===== config.mk =====
export PLATFORM = sky130hd
export DESIGN_NAME = tic_io_control
export DESIGN_NICKNAME = d
export VERILOG_FILES = /design/src/tic_pkg.sv /design/src/tic_io_control.sv
export SDC_FILE = /design/constraint.sdc
export NUM_CORES = 1
export LEC_CHECK = 0
export ABC_AREA = 1
export BUFFER_PORTS_ARGS = -buffer_cell sky130_fd_sc_hd__buf_4
export CORE_MARGIN = 3
export CORE_UTILIZATION = 30
export CTS_BUF_LIST = sky130_fd_sc_hd__clkbuf_2 sky130_fd_sc_hd__clkbuf_4 sky130_fd_sc_hd__clkbuf_8
export DETAILED_ROUTE_END_ITERATION = 12
export HOLD_SLACK_MARGIN = 0.05
export PLACE_DENSITY = 0.48
export REMOVE_ABC_BUFFERS = 1
export SYNTH_ARGS = -nofsm -noshare
export SYNTH_HDL_FRONTEND = slang
export SYNTH_SLANG_ARGS = --single-unit

===== constraint.sdc =====
create_clock -name aclk -period 5.8 [get_ports aclk]
set_input_delay 0 -clock aclk [delete_from_list [all_inputs] [get_ports aclk]]
set_output_delay 0 -clock aclk [all_outputs]
set_load 0.1 [all_outputs]

===== src/tic_pkg.sv =====
`default_nettype none
package tic_pkg;
  // clock rate and times in their own units
  localparam int unsigned CLK_HZ       = 250_000_000;
  localparam int unsigned CLK_PER_MS   = CLK_HZ / 1000;
  localparam int unsigned DEBOUNCE_MS  = 20;
  localparam int unsigned LONG_OPEN_S  = 5;
  localparam int unsigned CNT_PULSE_MS = 100;
  localparam int unsigned FREE_ARM_MS  = 200;
  localparam int unsigned DEBOUNCE_CYC  = DEBOUNCE_MS * CLK_PER_MS;
  localparam int unsigned LONG_OPEN_CYC = LONG_OPEN_S * CLK_HZ;
  localparam int unsigned CNT_PULSE_CYC = CNT_PULSE_MS * CLK_PER_MS;
  localparam int unsigned FREE_ARM_CYC  = FREE_ARM_MS * CLK_PER_MS;
  localparam int TIM_W = 31;
  localparam int NUM_IN = 7;
  // input bit positions
  localparam int IN_SERVO = 0;
  localparam int IN_LEFT  = 1;
  localparam int IN_RIGHT = 2;
  localparam int IN_GEN   = 3;
  localparam int IN_CLIMB = 4;
  localparam int IN_CRAWL = 5;
  localparam int IN_LOCK  = 6;
  // register map
  localparam logic [7:0] ADDR_CTRL   = 8'h00;
  localparam logic [7:0] ADDR_STATUS = 8'h04;
  localparam logic [7:0] ADDR_PEND   = 8'h08;
  localparam int CTRL_ACTIVE_LOW = 0;
  localparam int CTRL_STORAGE    = 1;
  localparam logic [1:0] CTRL_RST    = 2'h0;
  localparam logic [1:0] RESP_OKAY   = 2'h0;
  localparam logic [1:0] RESP_SLVERR = 2'h2;
  localparam logic [7:0] PEND_MAX    = 8'hFF;

  typedef enum logic [1:0] {EM_NORMAL, EM_FREE_ARM, EM_RELEASED} tic_emer_type;

  // status from the drive side, same clock
  typedef struct packed {
    logic obstruction;
    logic can_fault;
    logic hw_fault;
    logic sw_fault;
    logic power_fail;
    logic alarm_wire_break;
    logic home_pos;
    logic passed_left;
    logic passed_right;
  } tic_drive_type;

  // whole block state
  typedef struct packed {
    logic [NUM_IN-1:0]             sync1;
    logic [NUM_IN-1:0]             sync2;
    logic [NUM_IN-1:0]             filt;
    logic [NUM_IN-1:0][TIM_W-1:0]  db_cnt;
    logic [TIM_W-1:0]              hold_l;
    logic [TIM_W-1:0]              hold_r;
    logic                          perm_l;
    logic                          perm_r;
    logic [7:0]                    pend_l;
    logic [7:0]                    pend_r;
    logic [TIM_W-1:0]              cp_l;
    logic [TIM_W-1:0]              cp_r;
    tic_emer_type                  emer;
    logic [TIM_W-1:0]              emer_cnt;
    logic [1:0]                    ctrl;
    logic                          fault_ok;
    logic                          home;
    logic                          free_l;
    logic                          free_r;
    logic                          cnt_l;
    logic                          cnt_r;
    logic                          servo_en;
    logic                          lock_rel;
    logic                          magnet;
    logic                          motor_run;
    logic                          aw_full;
    logic                          w_full;
    logic [7:0]                    awaddr;
    logic [31:0]                   wdata;
    logic [3:0]                    wstrb;
    logic                          awready;
    logic                          wready;
    logic                          bvalid;
    logic [1:0]                    bresp;
    logic                          arready;
    logic                          rvalid;
    logic [1:0]                    rresp;
    logic [31:0]                   rdata;
  } tic_state_type;

  localparam tic_state_type STATE_RST = '0;
endpackage
`default_nettype wire


===== src/tic_io_control.sv =====
// Function
// - inputs selectable active high or low
// - servo enabled only while servo emergency present
// - servo emergency loss releases drop arm
// - left pulse opens once, long holds open
// - right pulse opens once, long holds open
// - general emergency loss clears both directions
// - general loss: magnet off, free arm, release
// - lock blocks both directions, ignores pulses
// - servo emergency overrides lock
// - collective fault while any error persists
// - fault relay closed only without error
// - home output while in end position
// - free left output while left cleared
// - free right output while right cleared
// - left counter pulse per left passage
// - right counter pulse per right passage
// - pulse storage counts, holds open, decrements
//
// The address map and the AXI4-Lite register port were left to the implementer.
`timescale 1ns/1ps
`default_nettype none
module tic_io_control
  import tic_pkg::*;
#(
  parameter int unsigned DEBOUNCE_C  = DEBOUNCE_CYC,
  parameter int unsigned LONG_OPEN_C = LONG_OPEN_CYC,
  parameter int unsigned CNT_PULSE_C = CNT_PULSE_CYC,
  parameter int unsigned FREE_ARM_C  = FREE_ARM_CYC
) (
  input  wire logic                aclk,                // 250 MHz clock
  input  wire logic                aresetn,             // sync reset, low
  input  wire logic                servo_enable_emergency_in, // pin
  input  wire logic                open_left_in,        // pin
  input  wire logic                open_right_in,       // pin
  input  wire logic                general_emergency_in, // pin
  input  wire logic                climb_monitor_in,    // pin
  input  wire logic                crawl_monitor_in,    // pin
  input  wire logic                lock_both_dirs_in,   // pin
  input  wire tic_drive_type       drive_status,        // from drive logic
  output logic                     fault_relay_closed,  // high = no error
  output logic                     home_pos_out,        // end position
  output logic                     free_left_out,       // left cleared
  output logic                     free_right_out,      // right cleared
  output logic                     count_left_out,      // left counter pulse
  output logic                     count_right_out,     // right counter pulse
  output logic                     servo_release_signal, // servo drive enable
  output logic                     lock_release_out,    // lock opened
  output logic                     drop_arm_magnet_out, // magnet holds arm
  output logic                     motor_free_arm_out,  // brief freeing run
  input  wire logic [7:0]          s_axi_awaddr,        // write address
  input  wire logic                s_axi_awvalid,       // write addr valid
  output logic                     s_axi_awready,       // write addr ready
  input  wire logic [31:0]         s_axi_wdata,         // write data
  input  wire logic [3:0]          s_axi_wstrb,         // byte enables
  input  wire logic                s_axi_wvalid,        // write data valid
  output logic                     s_axi_wready,        // write data ready
  output logic [1:0]               s_axi_bresp,         // write response
  output logic                     s_axi_bvalid,        // response valid
  input  wire logic                s_axi_bready,        // response ready
  input  wire logic [7:0]          s_axi_araddr,        // read address
  input  wire logic                s_axi_arvalid,       // read addr valid
  output logic                     s_axi_arready,       // read addr ready
  output logic [31:0]              s_axi_rdata,         // read data
  output logic [1:0]               s_axi_rresp,         // read response
  output logic                     s_axi_rvalid,        // read valid
  input  wire logic                s_axi_rready         // read ready
);

  localparam logic [TIM_W-1:0] DB_LIM   = TIM_W'(DEBOUNCE_C);
  localparam logic [TIM_W-1:0] LONG_LIM = TIM_W'(LONG_OPEN_C);
  localparam logic [TIM_W-1:0] CP_LEN   = TIM_W'(CNT_PULSE_C);
  localparam logic [TIM_W-1:0] ARM_LEN  = TIM_W'(FREE_ARM_C);

  tic_state_type st_reg;
  tic_state_type st_next;

  logic [NUM_IN-1:0] pins;
  logic [NUM_IN-1:0] lvl;
  logic              servo_ok;
  logic              gen_ok;
  logic              locked;
  logic              rise_l;
  logic              rise_r;
  logic              fault;
  logic              wr_fire;
  logic              rd_fire;
  logic              wr_hit;
  logic              rd_hit;
  logic [31:0]       rd_val;

  assign pins = {lock_both_dirs_in, crawl_monitor_in, climb_monitor_in,
                 general_emergency_in, open_right_in, open_left_in,
                 servo_enable_emergency_in};

  // polarity applied after the second flop so the first stays clean
  assign lvl = st_reg.sync2 ^ {NUM_IN{st_reg.ctrl[CTRL_ACTIVE_LOW]}};

  // qualified levels, read straight from the filter register
  assign servo_ok = st_reg.filt[IN_SERVO];
  assign gen_ok   = st_reg.filt[IN_GEN];
  assign locked   = st_reg.filt[IN_LOCK];

  // climb or crawl attempts count as obstruction
  assign fault = drive_status.obstruction | st_reg.filt[IN_CLIMB]
               | st_reg.filt[IN_CRAWL] | !servo_ok | !gen_ok
               | drive_status.can_fault | drive_status.hw_fault
               | drive_status.sw_fault | drive_status.power_fail
               | drive_status.alarm_wire_break;

  // register read mux
  always_comb
  begin
    rd_hit = 1'b1;
    rd_val = 32'h0000_0000;
    case (s_axi_araddr)
      ADDR_CTRL:   rd_val = {30'h0, st_reg.ctrl};
      ADDR_STATUS: rd_val = {19'h0, st_reg.emer, st_reg.perm_r,
                             st_reg.perm_l, fault, st_reg.filt, 1'b0};
      ADDR_PEND:   rd_val = {16'h0, st_reg.pend_r, st_reg.pend_l};
      default:     rd_hit = 1'b0;
    endcase
  end

  assign wr_fire = st_reg.aw_full && st_reg.w_full && !st_reg.bvalid;
  assign wr_hit  = st_reg.awaddr == ADDR_CTRL;
  assign rd_fire = s_axi_arvalid && st_reg.arready;

  // all next-state logic
  always_comb
  begin
    st_next = st_reg;

    // two-flop synchroniser then stable-time filter
    st_next.sync1 = pins;
    st_next.sync2 = st_reg.sync1;
    for (int i = 0; i < NUM_IN; i++)
    begin
      if (lvl[i] == st_reg.filt[i])
        st_next.db_cnt[i] = '0;
      else if (st_reg.db_cnt[i] >= DB_LIM - 1'b1)
      begin
        st_next.filt[i]   = lvl[i];
        st_next.db_cnt[i] = '0;
      end
      else
        st_next.db_cnt[i] = st_reg.db_cnt[i] + 1'b1;
    end

    // a pulse counts once it has passed the filter
    rise_l = st_next.filt[IN_LEFT] && !st_reg.filt[IN_LEFT];
    rise_r = st_next.filt[IN_RIGHT] && !st_reg.filt[IN_RIGHT];

    // long hold measurement; permanent open lasts while held
    if (!st_reg.filt[IN_LEFT])
    begin
      st_next.hold_l = '0;
      st_next.perm_l = 1'b0;
    end
    else if (st_reg.hold_l >= LONG_LIM)
      st_next.perm_l = !locked;
    else
      st_next.hold_l = st_reg.hold_l + 1'b1;

    if (!st_reg.filt[IN_RIGHT])
    begin
      st_next.hold_r = '0;
      st_next.perm_r = 1'b0;
    end
    else if (st_reg.hold_r >= LONG_LIM)
      st_next.perm_r = !locked;
    else
      st_next.hold_r = st_reg.hold_r + 1'b1;

    // stored openings: a passage takes one, lock drops them all
    if (locked)
    begin
      st_next.pend_l = '0;
      st_next.pend_r = '0;
      st_next.perm_l = 1'b0;
      st_next.perm_r = 1'b0;
    end
    else
    begin
      if (drive_status.passed_left && st_reg.pend_l != '0)
        st_next.pend_l = st_reg.pend_l - 1'b1;
      if (rise_l)
      begin
        if (!st_reg.ctrl[CTRL_STORAGE])
          st_next.pend_l = (st_reg.pend_l == '0) ? 8'h01 : st_next.pend_l;
        else if (st_next.pend_l != PEND_MAX)
          st_next.pend_l = st_next.pend_l + 1'b1;
      end

      if (drive_status.passed_right && st_reg.pend_r != '0)
        st_next.pend_r = st_reg.pend_r - 1'b1;
      if (rise_r)
      begin
        if (!st_reg.ctrl[CTRL_STORAGE])
          st_next.pend_r = (st_reg.pend_r == '0) ? 8'h01 : st_next.pend_r;
        else if (st_next.pend_r != PEND_MAX)
          st_next.pend_r = st_next.pend_r + 1'b1;
      end
    end

    // general emergency: free the arm, then power down and unlock
    case (st_reg.emer)
      EM_NORMAL:
      begin
        st_next.emer_cnt = '0;
        if (!gen_ok)
          st_next.emer = EM_FREE_ARM;
      end
      EM_FREE_ARM:
      begin
        st_next.emer_cnt = st_reg.emer_cnt + 1'b1;
        if (gen_ok)
          st_next.emer = EM_NORMAL;
        else if (st_reg.emer_cnt >= ARM_LEN - 1'b1)
          st_next.emer = EM_RELEASED;
      end
      EM_RELEASED:
      begin
        st_next.emer_cnt = '0;
        if (gen_ok)
          st_next.emer = EM_NORMAL;
      end
      default:
        st_next.emer = EM_NORMAL;
    endcase

    // actuator outputs; servo loss stops all at once
    st_next.servo_en  = servo_ok && st_next.emer != EM_RELEASED;
    st_next.magnet    = servo_ok && gen_ok;
    st_next.motor_run = servo_ok && st_next.emer == EM_FREE_ARM;
    st_next.lock_rel  = !servo_ok || st_next.emer == EM_RELEASED;

    // clearance: emergencies outrank the lock, lock outranks pulses
    if (!servo_ok || !gen_ok)
    begin
      st_next.free_l = 1'b1;
      st_next.free_r = 1'b1;
    end
    else
    begin
      st_next.free_l = !locked && (st_next.pend_l != '0 || st_next.perm_l);
      st_next.free_r = !locked && (st_next.pend_r != '0 || st_next.perm_r);
    end

    // fail-safe relay and home position follow their causes
    st_next.fault_ok = !fault;
    st_next.home     = drive_status.home_pos;

    // counter pulses, retriggered by a new passage
    if (drive_status.passed_left)
      st_next.cp_l = CP_LEN;
    else if (st_reg.cp_l != '0)
      st_next.cp_l = st_reg.cp_l - 1'b1;

    if (drive_status.passed_right)
      st_next.cp_r = CP_LEN;
    else if (st_reg.cp_r != '0)
      st_next.cp_r = st_reg.cp_r - 1'b1;

    st_next.cnt_l = st_next.cp_l != '0;
    st_next.cnt_r = st_next.cp_r != '0;

    // write channel: address and data taken in either order
    if (s_axi_awvalid && st_reg.awready)
    begin
      st_next.aw_full = 1'b1;
      st_next.awaddr  = s_axi_awaddr;
    end

    if (s_axi_wvalid && st_reg.wready)
    begin
      st_next.w_full = 1'b1;
      st_next.wdata  = s_axi_wdata;
      st_next.wstrb  = s_axi_wstrb;
    end

    if (wr_fire)
    begin
      st_next.aw_full = 1'b0;
      st_next.w_full  = 1'b0;
      st_next.bvalid  = 1'b1;
      st_next.bresp   = wr_hit ? RESP_OKAY : RESP_SLVERR;
      if (wr_hit && st_reg.wstrb[0])
        st_next.ctrl = st_reg.wdata[1:0];
    end
    else if (st_reg.bvalid && s_axi_bready)
      st_next.bvalid = 1'b0;
    // ready again once the pair is used
    st_next.awready = !st_next.aw_full;
    st_next.wready  = !st_next.w_full;

    // read channel: one outstanding read
    if (rd_fire)
    begin
      st_next.rvalid = 1'b1;
      st_next.rdata  = rd_val;
      st_next.rresp  = rd_hit ? RESP_OKAY : RESP_SLVERR;
    end
    else if (st_reg.rvalid && s_axi_rready)
      st_next.rvalid = 1'b0;

    st_next.arready = !st_next.rvalid;
  end

  // single state register
  always_ff @(posedge aclk)
  begin
    if (!aresetn)
      st_reg <= STATE_RST;
    else
      st_reg <= st_next;
  end

  assign fault_relay_closed   = st_reg.fault_ok;
  assign home_pos_out         = st_reg.home;
  assign free_left_out        = st_reg.free_l;
  assign free_right_out       = st_reg.free_r;
  assign count_left_out       = st_reg.cnt_l;
  assign count_right_out      = st_reg.cnt_r;
  assign servo_release_signal = st_reg.servo_en;
  assign lock_release_out     = st_reg.lock_rel;
  assign drop_arm_magnet_out  = st_reg.magnet;
  assign motor_free_arm_out   = st_reg.motor_run;
  assign s_axi_awready        = st_reg.awready;
  assign s_axi_wready         = st_reg.wready;
  assign s_axi_bvalid         = st_reg.bvalid;
  assign s_axi_bresp          = st_reg.bresp;
  assign s_axi_arready        = st_reg.arready;
  assign s_axi_rvalid         = st_reg.rvalid;
  assign s_axi_rdata          = st_reg.rdata;
  assign s_axi_rresp          = st_reg.rresp;

endmodule
`default_nettype wire


* Word-level counts from Yosys, hierarchy flattened
Index checks and enable logic that the tools add are counted.
** Cells by class
- $add $sub $neg :: 16
- Magnitude comparators :: 10
- Equality and inequality tests :: 16
- Muxes and demuxes :: 44
- Bitwise gates (word level) :: 16
- Reduce and logical (&&, ||, !) cells :: 63
** Operators by type and width (count)
- 31-bit by 1-bit adder with 31-bit output (second input constant) :: 10
- 31-bit by 23-bit greater-or-equal comparator with 1-bit output (second input constant) :: 7
- 31-bit 2-to-1 mux :: 4
- 31-bit nonzero test :: 4
- 8-bit 2-to-1 mux :: 12
- 31-bit greater-or-equal comparator (second input constant) :: 2
- 31-bit case mux with 2 select lines :: 1
- 31-bit by 1-bit subtractor with 31-bit output (second input constant) :: 2
- 16-bit case mux with 3 select lines :: 1
- 8-bit logical NOT :: 4
- 8-bit nonzero test :: 4
- 31-bit by 26-bit greater-or-equal comparator with 1-bit output (second input constant) :: 1
- 3-bit OR reduction :: 8
- 2-bit 2-to-1 mux :: 9
- 1-bit logical AND :: 17
- 8-bit by 1-bit adder with 8-bit output (second input constant) :: 2
- 16-bit 2-to-1 mux :: 1
- 8-bit inequality test (second input constant) :: 2
- 2-bit AND reduction :: 8
- 8-bit by 1-bit subtractor with 8-bit output (second input constant) :: 2
- 1-bit 2-to-1 mux :: 15
- 1-bit logical NOT :: 10
- 1-bit OR :: 9
- 8-bit by 3-bit equality test with 1-bit output (second input constant) :: 1
- 12 further kinds :: 29
** Storage, ports and cells
- Register bits after elaboration :: 479
- Bits of input ports :: 75
- Output and inout port bits :: 51
- Word-level logic and storage cells :: 214

* Logic depth before layout (Yosys ltp)
- Depth in word-level cells :: 13
- Depth in mapped cells :: 23
- Depth with buffers taken out :: 23

* Worst setup path after synthesis
Ideal clock, no wire load.
- Kind :: register to register
- Start :: register st_reg[194] in the netlist's numbering
- End :: register st_reg, in the netlist free_right_out
- Setup time :: 128 ps
- Arrival time :: 2320 ps
- Required time :: 5672 ps
- Setup slack :: 3353 ps
- Cell stages (with the launch flop) :: 24
- Buffers on the path :: 0
- Clock period less this slack :: 2447 ps
- Cells stage by stage :: dfxtp_1 > inv_1 > ha_1 > nand2_1 > inv_1 > nand2_2 > nand2_2 > nand2_1 > nand2_1 > inv_1 > ha_1 > nand3_1 > nor2_2 > nand3_2 > nand2_1 > nand2_2 > nand2_1 > nand2_1 > nand2_1 > nand2_1 > nor2_1 > nand3_1 > nor2_1 > nor2_1
** Between the ends
- Longest elaborated chain between the ends :: 13
** Ends and longest elaborated chain
- from (decl) :: line tic_io_control.sv:75 : tic_state_type st_reg;
- from (signal assigned) :: line tic_io_control.sv:316 : st_reg <= st_next;
- branches (longest 7 deep; another with 8-bit by 1-bit subtractor with 8-bit output)
- 8-bit 2-to-1 mux (*) :: line tic_io_control.sv:197 : if (rise_r)
- 16-bit 2-to-1 mux (*) :: line tic_io_control.sv:176 : if (locked)
- 8-bit nonzero test (*) :: line tic_io_control.sv:247 : st_next.free_r = !locked && (st_next.pend_r != '0 || st_next.perm_r);
- 1-bit logical OR (*) :: line tic_io_control.sv:247
- 1-bit logical AND (*) :: line tic_io_control.sv:247
- 2-bit 2-to-1 mux (*) :: line tic_io_control.sv:239 : if (!servo_ok || !gen_ok)
Every way passes the cells marked *. The select of a mux whose other input is x is not followed.
A chain may end at the register's enable or synchronous reset.

* Final worst setup path
Ends and elaborated chain as after synthesis.

==> impl_metrics.ini <==
[logic_synthesis]
yosysWarnings = 0
synth_compound_area_share_pct = 10.4
synth_area_leaders = dfxtp_1 42%, nand2_1 10%, nor2_1 9.2%, inv_1 6.8%, a21oi_1 4.4%
muxShareOfSynthArea_pct = 0
avgSynthCellArea_um2 = 6.96
synth-adder-area-share_pct = 1.24
synth_most_common_cell = nand2_1
synth_simple_gate_area_share_pct = 34.5
synthTopCellsByCount = 615 x nand2_1, 544 x nor2_1, 461 x dfxtp_1
synth-edff-count = 0
synthCells = 3190
yosysTopAreaCell = dfxtp_1
synth_top_area_share_pct = 41.6
synth_cell_types = 62
synth-seq-cells = 461
syn_area_um2 = 22200
synth_top_family_by_area = simple AND/OR/NAND/NOR gates
seq_area_frac_synth_pct = 41.6
synth_ff_type = dfxtp_1
synth_xor_area_share_pct = 3.04
async_reset_ff_share_pct = 0

[job]
cap_violations = 0

[timing]
clock-skew-final_ns = 0.0449
rsz0062_at_grt = no
slew_headroom_pct = 45.4
slew_violations = 0
hold_violations = 0
post-route-period-util_pct = 53.1
tightest_slew_ns = 0.816
fmax_ghz = 0.325
period_needed_ns = 3.08
fin_tns_setup_ns = 0
setup_viol = 0

[worst_setup_path]
crit_required_ns = 6.33
worstPathArrival_ns = 3.61
crit_type = register to register
start_kind = register
crit_top_cell = nand2_1
cp-end-kind = register
slowest_stage = dfxtp_1
slowest_delay_ns = 0.33
rrSetupSlack_ns = 2.72
startpoint = st_reg[194]
rr_endpoint = free_right_out
crit_chain = inv_1 > ha_1 > nand2_1 > inv_1 > nand2_2 > nand2_2 > nand2_1 > nand2_1 > inv_1 > ha_1 > nand3_1 > nor2_2 > nand3_2 > nand2_1 > nand2_2 > nand2_1 > nand2_1 > nand2_1 > nand2_1 > nor2_1 > nand3_1 > nor2_1 > nor2_1
cp_max_fo = 7
reg2regPathDepth = 23
reg2reg_from = st_reg[194]

[floorplan]
design.portCount = 126
die-area_um2 = 77300
core-area_um2 = 73100
fp.dieW_um = 278
rows = 99
initial_utilization_pct = 30.4
die_h_um = 278

[grt]
grt_antenna_before_repair = 1
grt_pass1_wl_um = 92800
gr-total-overflow = 0
grt_pass1_vias = 19200
track_usage_pct = 14.2
grt_max_degree = 52

[clocking]
clkLatencyLatePin_ns = 0.69
cts_sinks = 461
ctsRootBufferMaster = clkbuf_8
clkSlewWorstSetupHoldPaths_ns = 0.06
cts_buffer_depth = 3
ctsResizeCount = 0
numCtsBuffers = 88
tritoncts = yes
h-tree-depth = 3

[hold_path]
min_to = s_axi_bvalid
hold_path_depth = 5
hold_start = s_axi_bready
hp-class = input port to register

[power_and_ir_drop]
switching_share_pct = 28.8
pwr-share-clk_pct = 43.6
power.density_nw_per_um2 = 303
peakVddDrop_v = 0.000185
comb_power_share_pct = 14.8
sequentialPowerShare_pct = 41.6
p_leak_nw = 10.4
p_sw_w = 0.00232
internal_power_w = 0.00574

[placed_design]
placedInstanceArea_um2 = 23800
hpwl_um = 39600
place.port_buffers = 74
globalplace.congestion = 0.831

[detailed_routing]
met3WireLength_um = 2400
top_layer = met4
met1Wirelength_um = 28100
first_iter_violations = 926
drt-wirelength-per-cell_um = 12.4
post-route-drc-count = 0
dr.pass1.iters = 5
num_vias = 19900
drt_wl_total_um = 55200
detail-route-antenna-nets = 0
wl_met2_um = 23600
vias_per_cell = 4.47

[run_status]
status = finished, final reports clean

[layout]
largest_reg_flops = 418
fillers = 7850
layout-drive-gt1-share_pct = 10.6
multi_input_area_um2 = 11200
syn_to_final_growth_pct = 19.6
seq_area_um2 = 9230
design_area_um2 = 26600
nNetsFinal = 3518
-- layer usage --
| metal | vias up | track usage [%] |
|---|---|---|
| met3 | 83 | 2.62 |
| met2 | 308 | 22.5 |
| met4 | 0 | 4.63 |
| met1 | 8820 | 19.6 |
| met5 | - | 0 |
| li1 | 10700 | - |
-- cell usage in the layout (no fill, tap or decap), drive strengths merged, types with 74 or more instances in the layout --
| cell type | Yosys | routed |
|---|---|---|
| a21oi | 196 | 196 |
| buf | 46 | 79 |
| clkbuf | 43 | 148 |
| conb | 1 | 74 |
| dfxtp | 461 | 461 |
| dlygate4sd3 | 0 | 78 |
| inv | 412 | 416 |
| nand2 | 636 | 636 |
| nand3 | 174 | 174 |
| nand4 | 81 | 81 |
| nor2 | 594 | 594 |
| nor3 | 117 | 117 |
| o21ai | 157 | 157 |
-- stage by stage --
stage	utilization, %	hold WS [ns]	worst slack (ns)	power, W	instances
after floorplan	-	0.0779	3.20	0.00428	3174
after global placement	32.6	0.187	2.77	0.00457	4212
after detailed placement	32.6	0.187	2.77	0.00456	4212
after CTS	36.3	0.0553	2.74	0.00821	4451
after global routing	36.3	0.142	2.38	0.00853	4452
final	36.3	0.144	2.72	0.00805	4452
-- what timing repair did --
action                                 4_1_cts  5_1_grt
endpoints found under the hold margin      122        0
hold buffers                                78        0
setup buffers                                0        0
-- worst max path at each step --
stage	to	slack, ns	depth (start not counted)
finish	free_right_out	2.72	23
global route	free_right_out	2.38	23
CTS	free_right_out	2.74	23
detailed placement	free_right_out	2.77	23
global placement	free_right_out	2.77	23
floorplan	st_reg[287]	3.20	6
-- cell type report --
| cell class | count | share of cell area (%) |
|---|---|---|
| Inverter | 418 | 5.92 |
| Clock buffer | 148 | 6.96 |
| Tap cell | 959 | 4.52 |
| Sequential cell | 461 | 34.7 |
| Timing Repair Buffer | 157 | 5.17 |
| Clock inverter | 13 | 0.509 |
| Antenna cell | 1 | 0.00942 |
| Multi-Input combinational cell | 2295 | 42.2 |
-- power by group through the flow --
stage / Combinational (W) / Sequential [W] / Clock [W]
after floorplan: 0.000832 / 0.00344 / 0
after global placement: 0.00116 / 0.00342 / 0
after detailed placement: 0.00115 / 0.00342 / 0
after CTS: 0.00119 / 0.00335 / 0.00367
after global routing: 0.00137 / 0.00336 / 0.00380
final: 0.00120 / 0.00335 / 0.00351
-- critical path, delay by kind of cell (launching register included) --
kind                     cells  cell delay [ns]
flip-flops                   1             0.33
buffers and inverters        3             0.30
AND/OR/NAND/NOR             18             1.84
adder cells (fa/ha/maj)      2             0.43
-- logic make-up (layout without fill, tap and decap cells) --
logic type	count (synthesis)	count (layout)
xor+xnor	77	77
fa+ha+maj	22	22
simple gates	1696	1696
flops	461	461
other cells	1	75
buf+inv	507	736
compound gates	426	426
(Power assumes the default switching activity.)
